--- src/tpm_pkg.sv ---
package tpm_pkg;
	localparam int unsigned CLK_HZ        = 20_000_000;
	localparam int unsigned BAUD_DEF      = 50;
	// half-bit count: phase strobes alternate at this spacing
	localparam int unsigned HALF_BIT_CYC  = CLK_HZ / (2 * BAUD_DEF);
	localparam int unsigned DIV_W         = 24;
	localparam int unsigned DATA_BITS     = 5;
	localparam int unsigned ROWS          = 8;
	localparam int unsigned COLS          = 10;
	localparam int unsigned CHARS         = ROWS * COLS;
	localparam logic [3:0]  DIGIT_MAX     = 4'h9;
	localparam logic [6:0]  LEN_MIN       = 7'h01;
	localparam logic [6:0]  LEN_MAX       = 7'h50;
	localparam logic [6:0]  LEN_RST       = 7'h50;
	localparam logic [3:0]  DIGIT_RST     = 4'h0;
	localparam logic        MARK          = 1'b1;
	localparam logic        SPACE         = 1'b0;

	typedef enum logic [1:0] {
		TPM_MODE_STEP = 2'b00,
		TPM_MODE_RUN  = 2'b01,
		TPM_MODE_REV  = 2'b11,
		TPM_MODE_MARK = 2'b10
	} tpm_mode_t;

	// gray along idle -> frame -> empty -> stop
	typedef enum logic [1:0] {
		TPM_IDLE  = 2'b00,
		TPM_FRAME = 2'b01,
		TPM_EMPTY = 2'b11,
		TPM_STOP  = 2'b10
	} tpm_state_t;

	typedef struct packed {
		logic       running;
		logic       transfer;
		logic       empty;
		logic       stop_tmg;
		logic       burst;
	} tpm_flags_t;
endpackage

--- src/tpm_serializer.sv ---
`timescale 1ns/1ns
// Operation
// - five data stages loaded parallel from matrix
// - load when phase clears transfer flag
// - idle flags and stages at rest values
// - step with empty clear sets running
// - running sets transfer, start unit space
// - load on phase two, shift half later
// - one shift per bit toward output
// - empty when stop mark at output
// - empty blocks step, shifting; base runs
// - running clears half bit after empty
// - running clear: mark, reload stop stage
// - stop mark reloaded ends empty condition
// - default stop clears empty half later
// - long stop clears empty one bit later
// - run mode chains frames back to back
// - reversals toggle output, force running
// - steady mark ignores all start requests
// - units counter advances on running clear
// - BCD counters, tens on units nine
// - length reset clears counters and burst
// - power-up reset loads counters in its own branch, not via cnt_clr
// - table eighty entries of five bits
// - step mode: one character per pulse
// - burst flag sends until length reset
module tpm_serializer
	import tpm_pkg::*;
#(
	parameter logic [DIV_W-1:0] HALF_BIT_CYCLES = DIV_W'(HALF_BIT_CYC)
) (
	input  wire logic                 SYS_CLK_I,
	input  wire logic                 RESET_N_I,
	input  wire logic                 CLK_EN_I,
	input  wire tpm_mode_t            MODE_I,
	input  wire logic                 STEP_I,
	input  wire logic                 BURST_I,
	input  wire logic                 BURST_SEL_I,
	input  wire logic                 LONG_STOP_I,
	input  wire logic                 MARK_HIGH_I,
	input  wire logic [6:0]           MSG_LEN_I,
	input  wire logic [DIV_W-1:0]     HALF_BIT_I,
	input  wire logic                 TBL_WE_I,
	input  wire logic [6:0]           TBL_ADDR_I,
	input  wire logic [DATA_BITS-1:0] TBL_DATA_I,
	output logic                      LINE_O,
	output logic                      MARK_O,
	output tpm_flags_t                FLAGS_O,
	output logic [3:0]                UNITS_O,
	output logic [3:0]                TENS_O,
	output logic [COLS-1:0]           UNITS_SEL_O,
	output logic [ROWS-1:0]           TENS_SEL_O,
	output logic                      CHAR_DONE_O
);
	////////////////////////////////////////////////////////////////
	// pin synchronisers
	logic [1:0]           step_sync;
	logic [1:0]           burst_sync;
	logic                 step_lvl;
	logic                 burst_lvl;
	logic                 running;
	logic                 transfer;
	logic                 empty;
	logic                 stop_tmg;
	logic                 burst;
	logic                 out_stage;
	logic [DATA_BITS-1:0] data_stg;
	logic                 stop_ins;
	logic                 space_fill;
	logic [DIV_W-1:0]     div;
	logic                 phase;
	logic                 ph2;
	logic                 ph1;
	logic                 base_run;
	logic                 wrap;
	logic [3:0]           units;
	logic [3:0]           tens;
	logic                 len_hit;
	logic                 cnt_clr;
	logic                 step_req;
	logic                 sense_empty;
	logic                 run_fall;
	logic [DATA_BITS-1:0] table_q [CHARS];
	logic [DATA_BITS-1:0] mat_data;
	logic [6:0]           pos;
	tpm_state_t           state;
	logic [6:0]           len_eff;

	always_ff @(posedge SYS_CLK_I) begin
		if (!RESET_N_I) begin
			step_sync  <= 2'h0;
			burst_sync <= 2'h0;
		end else if (CLK_EN_I) begin
			step_sync  <= {step_sync[0], STEP_I};
			burst_sync <= {burst_sync[0], BURST_I};
		end
	end
	assign step_lvl  = step_sync[1];
	assign burst_lvl = burst_sync[1];

	////////////////////////////////////////////////////////////////
	// time base
	// divider two phases
	assign base_run = running | empty;
	// earliest of port and parameter ends each half bit
	assign wrap     = (div >= HALF_BIT_I - DIV_W'(1)) || (div >= HALF_BIT_CYCLES - DIV_W'(1));
	always_ff @(posedge SYS_CLK_I) begin
		if (!RESET_N_I) begin
			div   <= '0;
			phase <= 1'b1;
		end else if (CLK_EN_I) begin
			if (!base_run) begin
				// parked so the first strobe is phase two: one-unit start
				div   <= '0;
				phase <= 1'b1;
			end else if (wrap) begin
				div   <= '0;
				phase <= ~phase;
			end else begin
				div <= div + DIV_W'(1);
			end
		end
	end
	// ph2: zero-going edge, ph1: positive edge, half a bit apart
	assign ph2 = base_run && wrap && phase;
	assign ph1 = base_run && wrap && !phase;

	////////////////////////////////////////////////////////////////
	// step gate
	// step level and burst flag feed the gate
	assign step_req = (MODE_I == TPM_MODE_RUN) ||
	                  (MODE_I == TPM_MODE_STEP && (BURST_SEL_I ? burst : step_lvl));
	assign sense_empty = (MODE_I != TPM_MODE_REV) && (out_stage == MARK) && running &&
	                     !stop_ins && !space_fill && (data_stg == '0) && !transfer;
	assign run_fall = running && empty && ph2 && (MODE_I != TPM_MODE_REV);

	////////////////////////////////////////////////////////////////
	// control flags
	always_ff @(posedge SYS_CLK_I) begin
		if (!RESET_N_I) begin
			running  <= 1'b0;
			transfer <= 1'b0;
			empty    <= 1'b0;
			stop_tmg <= 1'b1;
			state    <= TPM_IDLE;
		end else if (CLK_EN_I) begin
			if (MODE_I == TPM_MODE_REV) begin
				running <= 1'b1;
				empty   <= 1'b0;
				state   <= TPM_FRAME;
			end else if (!running && !empty) begin
				if (step_req && MODE_I != TPM_MODE_MARK) begin
					running  <= 1'b1;
					transfer <= 1'b1;
					state    <= TPM_FRAME;
				end else begin
					state <= TPM_IDLE;
				end
			end else begin
				if (transfer && ph2)
					transfer <= 1'b0;
				if (sense_empty) begin
					empty <= 1'b1;
					state <= TPM_EMPTY;
				end
				if (run_fall) begin
					running  <= 1'b0;
					stop_tmg <= 1'b0;
					state    <= TPM_STOP;
				end
				if (!stop_tmg && !running && ph2)
					stop_tmg <= 1'b1;
				// short stop, half bit after running clears
				if (empty && !running && !LONG_STOP_I && ph1 && stop_ins) begin
					empty    <= 1'b0;
					// base halts before any phase two, so restore rest value
					stop_tmg <= 1'b1;
					state    <= TPM_IDLE;
				end
				// long stop ends as stop timing sets
				if (empty && !running && LONG_STOP_I && !stop_tmg && ph2 && stop_ins) begin
					empty <= 1'b0;
					state <= TPM_IDLE;
				end
			end
		end
	end

	////////////////////////////////////////////////////////////////
	// shift register
	always_ff @(posedge SYS_CLK_I) begin
		if (!RESET_N_I) begin
			out_stage  <= MARK;
			data_stg   <= '0;
			stop_ins   <= MARK;
			space_fill <= SPACE;
		end else if (CLK_EN_I) begin
			if (MODE_I == TPM_MODE_REV) begin
				if (ph1)
					out_stage <= ~out_stage;
			end else if (!running && !empty) begin
				out_stage <= (step_req && MODE_I != TPM_MODE_MARK) ? SPACE : MARK;
				stop_ins  <= MARK;
			end else if (!running) begin
				out_stage <= MARK;
				stop_ins  <= MARK;
			end else if (transfer && ph2) begin
				data_stg <= mat_data;
			end else if (ph1 && !empty && !transfer) begin
				// shift toward output, blocked by empty
				out_stage  <= data_stg[0];
				data_stg   <= {stop_ins, data_stg[DATA_BITS-1:1]};
				stop_ins   <= space_fill;
				space_fill <= SPACE;
			end
		end
	end

	////////////////////////////////////////////////////////////////
	// scan counters and table
	assign len_eff = (MSG_LEN_I < LEN_MIN || MSG_LEN_I > LEN_MAX) ? LEN_RST : MSG_LEN_I;
	assign pos     = 7'(tens * 4'hA) + 7'(units);
	assign len_hit = run_fall && (pos + 7'h01 >= len_eff);
	assign cnt_clr = len_hit;

	always_ff @(posedge SYS_CLK_I) begin
		if (!RESET_N_I) begin
			units <= DIGIT_RST;
			tens  <= DIGIT_RST;
		end else if (CLK_EN_I) begin
			if (cnt_clr) begin
				units <= DIGIT_RST;
				tens  <= DIGIT_RST;
			end else if (run_fall) begin
				if (units == DIGIT_MAX) begin
					units <= DIGIT_RST;
					tens  <= tens + 4'h1;
				end else begin
					units <= units + 4'h1;
				end
			end
		end
	end

	always_ff @(posedge SYS_CLK_I) begin
		if (!RESET_N_I)
			burst <= 1'b0;
		else if (CLK_EN_I) begin
			if (burst_lvl)
				burst <= 1'b1;
			else if (cnt_clr)
				burst <= 1'b0;
		end
	end

	always_ff @(posedge SYS_CLK_I) begin
		if (CLK_EN_I && TBL_WE_I && TBL_ADDR_I < 7'(CHARS))
			table_q[TBL_ADDR_I] <= TBL_DATA_I;
	end
	assign mat_data = (pos < 7'(CHARS)) ? table_q[pos] : '0;

	genvar gi;
	generate
		for (gi = 0; gi < COLS; gi++) begin : g_units
			assign UNITS_SEL_O[gi] = (units == 4'(gi));
		end
		for (gi = 0; gi < ROWS; gi++) begin : g_tens
			assign TENS_SEL_O[gi] = (tens == 4'(gi));
		end
	endgenerate

	////////////////////////////////////////////////////////////////
	// outputs
	always_ff @(posedge SYS_CLK_I) begin
		if (!RESET_N_I) begin
			// idle line shows mark in either polarity
			LINE_O      <= MARK_HIGH_I;
			MARK_O      <= MARK;
			CHAR_DONE_O <= 1'b0;
		end else if (CLK_EN_I) begin
			LINE_O      <= MARK_HIGH_I ? out_stage : ~out_stage;
			MARK_O      <= out_stage;
			CHAR_DONE_O <= run_fall;
		end
	end
	assign FLAGS_O = '{running: running, transfer: transfer, empty: empty,
	                   stop_tmg: stop_tmg, burst: burst};
	assign UNITS_O = units;
	assign TENS_O  = tens;
endmodule // tpm_serializer

--- config.mk ---
export PLATFORM = sky130hd
export DESIGN_NAME = tpm_serializer
export DESIGN_NICKNAME = d
export VERILOG_FILES = /design/src/tpm_pkg.sv /design/src/tpm_serializer.sv
export SDC_FILE = /design/constraint.sdc
export NUM_CORES = 1
export LEC_CHECK = 0
export BUFFER_PORTS_ARGS = -buffer_cell sky130_fd_sc_hd__buf_2
export CORE_MARGIN = 4
export CORE_UTILIZATION = 50
export CTS_BUF_LIST = sky130_fd_sc_hd__clkbuf_8
export CTS_CLUSTER_SIZE = 40
export DETAILED_ROUTE_END_ITERATION = 6
export PLACE_DENSITY_LB_ADDON = 0.15
export SYNTH_ARGS = -nofsm -noshare
export SYNTH_HDL_FRONTEND = slang
export SYNTH_SLANG_ARGS = --single-unit
--- constraint.sdc ---
create_clock -name SYS_CLK_I -period 4.33 [get_ports SYS_CLK_I]
set_input_delay 0.2165 -clock SYS_CLK_I [delete_from_list [all_inputs] [get_ports SYS_CLK_I]]
set_output_delay 0.2165 -clock SYS_CLK_I [all_outputs]
set_load 0.005 [all_outputs]
# Word-level counts from Yosys, hierarchy flattened
# Memory sizes are Yosys's and may differ from the RTL's.
# Cells that the tools add are included.
[totals]
ramBits = 400
output_inout_bits = 34
register_bits = 52
in_bits = 54
latch_bits = 0
mem_bits_ro = 0
wordCells = 176
memories = 1
[mem_list]
columns = ["name", "depth", "word_bits", "rd", "rd_ports_with_merged_regs", "write_ports", "line", "rtl"]
rows = [
  ["table_q", 80, 5, 1, 0, 1, "tpm_serializer.sv:83", "logic [DATA_BITS-1:0] table_q [CHARS];"],
]
[classes]
muxes = 46
bitwise = 5
magnitude_cmp = 7
shift = 0
n_reduce_logical = 63
n_mul = 1
eq_ne = 30
n_div = 0
addsub = 6
[op_table]
columns = ["op", "count"]
rows = [
  ["24-bit two-way mux", 2],
  ["1-bit two-way mux", 34],
  ["4-bit by 3-bit equality test with 1-bit output (second input constant)", 8],
  ["1-bit logical AND", 30],
  ["24-bit by 1-bit adder with 24-bit output (second input constant)", 1],
  ["24-bit by 18-bit >= comparator with 1-bit output (second input constant)", 1],
  ["24-bit >= comparator", 1],
  ["4-bit two-way mux", 6],
  ["24-bit by 1-bit subtractor with 24-bit output (second input constant)", 1],
  ["4-bit by 2-bit equality test with 1-bit output (second input constant)", 4],
  ["4-bit AND reduction", 4],
  ["5-bit two-way mux", 3],
  ["7-bit < comparator (second input constant)", 2],
  ["2-bit nonzero test", 5],
  ["3-bit AND reduction", 3],
  ["4-bit by 1-bit adder with 4-bit output (second input constant)", 2],
  ["4-bit by 1-bit equality test with 1-bit output (second input constant)", 2],
  ["4-bit equality test (second input constant)", 2],
  ["4-bit zero test", 2],
  ["2-bit inequality test (second input constant)", 4],
  ["7-bit by 1-bit adder with 7-bit output (second input constant)", 1],
  ["7-bit by 4-bit adder with 7-bit output", 1],
  ["7-bit >= comparator", 1],
  ["7-bit greater-than comparator (second input constant)", 1],
  ["other kinds (21)", 37],
]

# Depth between registers and ports, before layout
[logic_depth]
ltp_word = 12
ltp_mapped = 17
mapped_depth_nobuf = 16

# Least setup slack after synthesis
# OpenSTA, ideal clock, no wires.
[synth_timing]
path_kind = "flip-flop to flip-flop"
start = "register tens[2] (netlist: TENS_O[2])"
end = "register tens[1] (netlist: TENS_O[1])"
n_path_buf = 3
setup_slack_ns = -0.023
arrival_ns = 4.261
synth_period_minus_slack_ns = 4.353
setup_time_ns = 0.092
stages_incl_launch_ff = 16
required_ns = 4.238
cell_sequence = "dfxtp_1 > ha_1 > ha_1 > xor2_1 > buf_4 > buf_2 > buf_2 > nand3_1 > nor3_1 > xnor2_1 > ha_1 > and3_1 > a211oi_1 > and2_1 > nor3_1 > o32ai_1"
[synth_via]
elab_chain_cells = 7
elab_cells_between_ends = 9
cone_classes = "add/sub: 2; mul: 1; order compare: 1; mux: 1; reduce/logical: 4"
[synth_rtl]
columns = ["element", "line", "rtl"]
rows = [
  ["start, declared", "tpm_serializer.sv:77", "logic [3:0] tens;"],
  ["start signal, assigned", "tpm_serializer.sv:237", "tens <= tens + 4'h1;"],
  ["4-bit by 3-bit multiplier with 6-bit output *", "tpm_serializer.sv:222", "assign pos = 7'(tens * 4'hA) + 7'(units);"],
  ["7-bit by 4-bit adder with 7-bit output *", "tpm_serializer.sv:222", ""],
  ["7-bit by 1-bit adder with 7-bit output *", "tpm_serializer.sv:223", "assign len_hit = run_fall && (pos + 7'h01 >= len_eff);"],
  ["7-bit >= comparator *", "tpm_serializer.sv:223", ""],
  ["1-bit logical AND *", "tpm_serializer.sv:223", ""],
  ["2-bit nonzero test (no line)", "-", ""],
  ["3-bit AND reduction (no line)", "-", ""],
]
# Every way passes the cells marked *; elsewhere a longest branch is shown, timed or not.
# A chain may end at the register's enable or synchronous reset.

# Worst setup path after layout
[layout_timing]
start = "input HALF_BIT_I[10]"
end = "register data_stg[1]"
[layout_via]
elab_chain_cells = 9
elab_cells_between_ends = 12
cone_classes = "add/sub: 1; order compare: 1; mux: 1; reduce/logical: 9"
[layout_rtl]
columns = ["element", "line", "rtl"]
rows = [
  ["start, declared", "tpm_serializer.sv:42", "input wire logic [DIV_W-1:0] HALF_BIT_I,"],
  ["24-bit by 1-bit subtractor with 24-bit output *", "tpm_serializer.sv:106", "assign wrap = (div >= HALF_BIT_I - DIV_W'(1)) || (div >= HALF_BIT_CYCLES - DIV_W'(1));"],
  ["24-bit >= comparator *", "tpm_serializer.sv:106", ""],
  ["1-bit logical OR *", "tpm_serializer.sv:106", ""],
  ["1-bit logical AND *", "tpm_serializer.sv:125, tpm_serializer.sv:126", ""],
  ["1-bit logical AND", "tpm_serializer.sv:126", "assign ph1 = base_run && wrap && !phase;"],
  ["1-bit logical AND (2 in a row)", "tpm_serializer.sv:209", "end else if (ph1 && !empty && !transfer) begin"],
  ["2-bit nonzero test (no line)", "-", ""],
  ["5-bit AND reduction (no line)", "-", ""],
  ["end signal, assigned", "tpm_serializer.sv:208", "data_stg <= mat_data;"],
  ["end signal, assigned", "tpm_serializer.sv:212", "data_stg <= {stop_ins, data_stg[DATA_BITS-1:1]};"],
  ["end, declared", "tpm_serializer.sv:67", "logic [DATA_BITS-1:0] data_stg;"],
]
# Marks and branches as above.

==> reports/results.ini <==
[yosys]
ys_ff_latch=452
synth-edff-count=401
ys_seq_area_share_pct=65.8
ys.flop_type=edfxtp_1
yosysTopAreaCellShare_pct=60.7
avgSynthCellArea_um2=15.9
synthTopCellsByCount=edfxtp_1 (401), nor2_1 (147), mux4_2 (117), nand2_1 (65), dfxtp_1 (51)
synth_cell_types=65
synthCells=1245
yosys-top-cells-area=edfxtp_1 (61%), mux4_2 (13%), dfxtp_1 (5.1%)
async_flop_share_pct=0
syn_area_mm2=0.0198
synth_most_common_cell=edfxtp_1
syn-num-nets=1345
yosysTopAreaCell=edfxtp_1
yosysWarnings=0

[timing]
finalSetupViolations=0
worst_slack_ns=0.360
slew_viol_final=0
rsz0062_at_grt=false
fmax_mhz=252
finalHoldViolCount=0
tns_ns=0
worstMarginPinSlew_ns=0.861
period_needed_ns=3.97
relSlewSlack_pct=42.4
finClkSkew_ns=0.0190
fin_crit_sh_pct=91.7

[drt]
vias_per_cell=5.79
top_layer_used=met5
wl_per_cell_um=22.0
drtIter0Drc=894
vias=11490
drt_pre_antenna_iters=5
antenna_left=0
wl_met3_um=2850
drc_errors=0
finalWirelength_um=43700
wl_met2_um=20500
met1_length_um=19200

[power]
intPower_mw=6.49
switching_power_mw=1.78
clockPowerShare_pct=39.7
p_comb_share_pct=2.8
power_leakage_nw=7.37
vdd_ir_drop_max_uv=275
pwr-share-seq_pct=57.5
p_per_area_mw_per_mm2=368
switching_share_pct=21.5
p_total_mw=8.27

[clock_network]
clockBufferDepth=3
holdBufCountCts=5
cts_resized=0
cts.sinks=452
clkTransAtPathRegs_ns=0.07
cts_root_buf=clkbuf_8
cts_tree=built
insertion_delay_ns=0.62
cts_htree_levels=3
cts_buffers=74
postCtsSetupBuffers=0

[global_routing]
grt_pass1_wl_um=68500
grtUsageTotal_pct=20.4
grt_overflow_total=0
grt_pass1_vias=11588
antenna_found_initial=3
grt_max_degree=89

[cells_and_area]
layout.nets=1514
layout-drive-gt1-share_pct=24.9
design_area_mm2=0.0225
diodes=0
area_growth_pct=13.4
finalNonFillerCells=1986

[die]
die_area_mm2=0.0429
fp.coreArea_mm2=0.0389
core.rowCount=72
floorplan.initialDensity_pct=51.0
dieWidth_um=207
io_pins=88
die_h_um=207

[critical_path]
cpMostUsedCell=or4_1
worstReg2RegStart=TENS_O[3]$_SDFFE_PN0P_
arrival_ns=4.52
r2r_setup_slack_ns=0.39
worstPathMaxFanout=6
cp_num_buf_inv=2
worst_setup_path_end_kind=register
worstPathCellList=buf_2 > or4_1 > or3_1 > or2_2 > nor4_1 > xnor2_1 > ha_1 > nand4_1 > or4_1 > or4_4 > buf_4 > a311o_1 > nor2b_1 > a221o_1
cp.required_ns=4.88
critPathTopFamily=simple AND/OR/NAND/NOR gates
slowest_delay_ns=0.57
r2r_end=TENS_O[3]$_SDFFE_PN0P_
cp_slowest_cell=or4_4
crit_type=in -> reg
rr_worst_depth=14
cp.depth=14
cp-start-kind=primary input

[hold_path]
hold_end=table_q[64][1]$_DFFE_PP_
hold_depth=1
hp-start=TBL_DATA_I[1]
hold_class=in -> reg

[place]
dp_hpwl_um=28400
portBuffers=87
dp_cells=1851
postPlaceCellArea_mm2=0.0211
dpl_worst_slack_ns=-0.235
gp_congestion=0.811

[run]
cap_viol_max_count=0

[run_status]
status=complete, no violations

==> sequential cells by signal, summed over array words and instances, names as in the netlist <==
| register | count |
|---|---|
| CHAR_DONE_O | 1 |
| phase | 1 |
| stop_ins | 1 |
| transfer | 1 |
| burst_sync | 2 |
| table_q | 400 |
| stop_tmg | 1 |
| UNITS_O | 4 |
| TENS_O | 4 |
| step_sync | 2 |
| out_stage | 1 |
| running | 1 |
| MARK_O | 1 |
| LINE_O | 1 |
| div | 24 |
| empty | 1 |
| burst | 1 |
| data_stg | 5 |
==> final cells by class <==
type | count | area [µm²]
Clock buffer | 78 | 1070
Clock inverter | 52 | 221
Fill cell | 3112 | 16400
Inverter | 17 | 63.8
Multi-Input combinational cell | 722 | 6480
Sequential cell | 452 | 13100
Tap cell | 518 | 648
Timing Repair Buffer | 147 | 936
==> metal layers <==
metal / up-vias / track usage [%]
li1: 5252 / -
met1: 5738 / 29.1
met2: 409 / 32.5
met3: 87 / 4.34
met4: 4 / 5.61
met5: - / 0
==> worst reg2reg max path: stages, from the launching register on <==
cell	delay (ns)
dfxtp_1	0.52
ha_1	0.30
ha_1	0.21
fa_1	0.57
nand2_1	0.07
a21oi_1	0.22
xor2_1	0.26
xnor2_1	0.13
ha_1	0.32
and3_1	0.15
a211oi_1	0.07
buf_4	0.17
a211oi_1	0.28
or4b_1	0.46
a21oi_1	0.15
==> power by group through the flow <==
| stage | sequential [mW] | combinational, mW | clock (mW) |
|---|---|---|---|
| floorplan | 4.85 | 0.0871 | 0 |
| global placement | 4.85 | 0.220 | 0 |
| detailed placement | 4.85 | 0.227 | 0 |
| CTS | 4.76 | 0.231 | 3.37 |
| global route | 4.76 | 0.257 | 3.58 |
| finish | 4.76 | 0.229 | 3.28 |
==> kinds of logic after synthesis <==
| kind of cell | after synthesis | share of synthesized area (%) |
|---|---|---|
| mux | 137 | 14.3 |
| simple gates | 369 | 8.85 |
| flops | 452 | 65.8 |
| xor+xnor | 55 | 2.43 |
| buf+inv | 71 | 1.65 |
| compound gates | 115 | 3.92 |
| fa+ha+maj | 46 | 2.98 |
==> metrics by stage <==
stage | hold WS [ns] | util, %
floorplan | 0.315 | -
global placement | 0.454 | 54.3
detailed placement | 0.465 | 54.3
CTS | 0.0382 | 57.8
global route | 0.0817 | 57.8
finish | 0.0759 | 57.8
==> layout by cell type, fill, tap and decap left out, types with 7 or more instances in the layout <==
| cell | instances |
|---|---|
| a211oi_1 | 13 |
| a21oi_1 | 31 |
| and2_1 | 15 |
| buf_2 | 87 |
| buf_4 | 52 |
| clkbuf_8 | 78 |
| clkinv_1 | 15 |
| dfxtp_1 | 50 |
| edfxtp_1 | 401 |
| ha_1 | 43 |
| inv_1 | 46 |
| mux2_2 | 7 |
| mux2i_1 | 13 |
| mux4_2 | 117 |
| nand2_1 | 65 |
| nand2b_1 | 9 |
| nand3_1 | 31 |
| nand4_1 | 9 |
| nor2_1 | 147 |
| nor2b_1 | 16 |
| nor3_1 | 25 |
| nor4_1 | 12 |
| o21ai_0 | 20 |
| or4_1 | 7 |
| xnor2_1 | 30 |
| xor2_1 | 24 |
==> how the worst max path moves through the flow <==
stage                              start                        to  slack [ns]
after global routing       HALF_BIT_I[6]  data_stg[1]$_SDFFE_PN0P_        0.04
after CTS                 HALF_BIT_I[10]  data_stg[1]$_SDFFE_PN0P_        0.40
final                     HALF_BIT_I[10]  data_stg[1]$_SDFFE_PN0P_        0.36
after global placement    HALF_BIT_I[10]   UNITS_O[3]$_SDFFE_PN0P_       -0.17
after detailed placement  HALF_BIT_I[10]   UNITS_O[3]$_SDFFE_PN0P_       -0.24
after floorplan           HALF_BIT_I[10]   UNITS_O[3]$_SDFFE_PN0P_        0.05
Power figures use the tool's default switching activity.
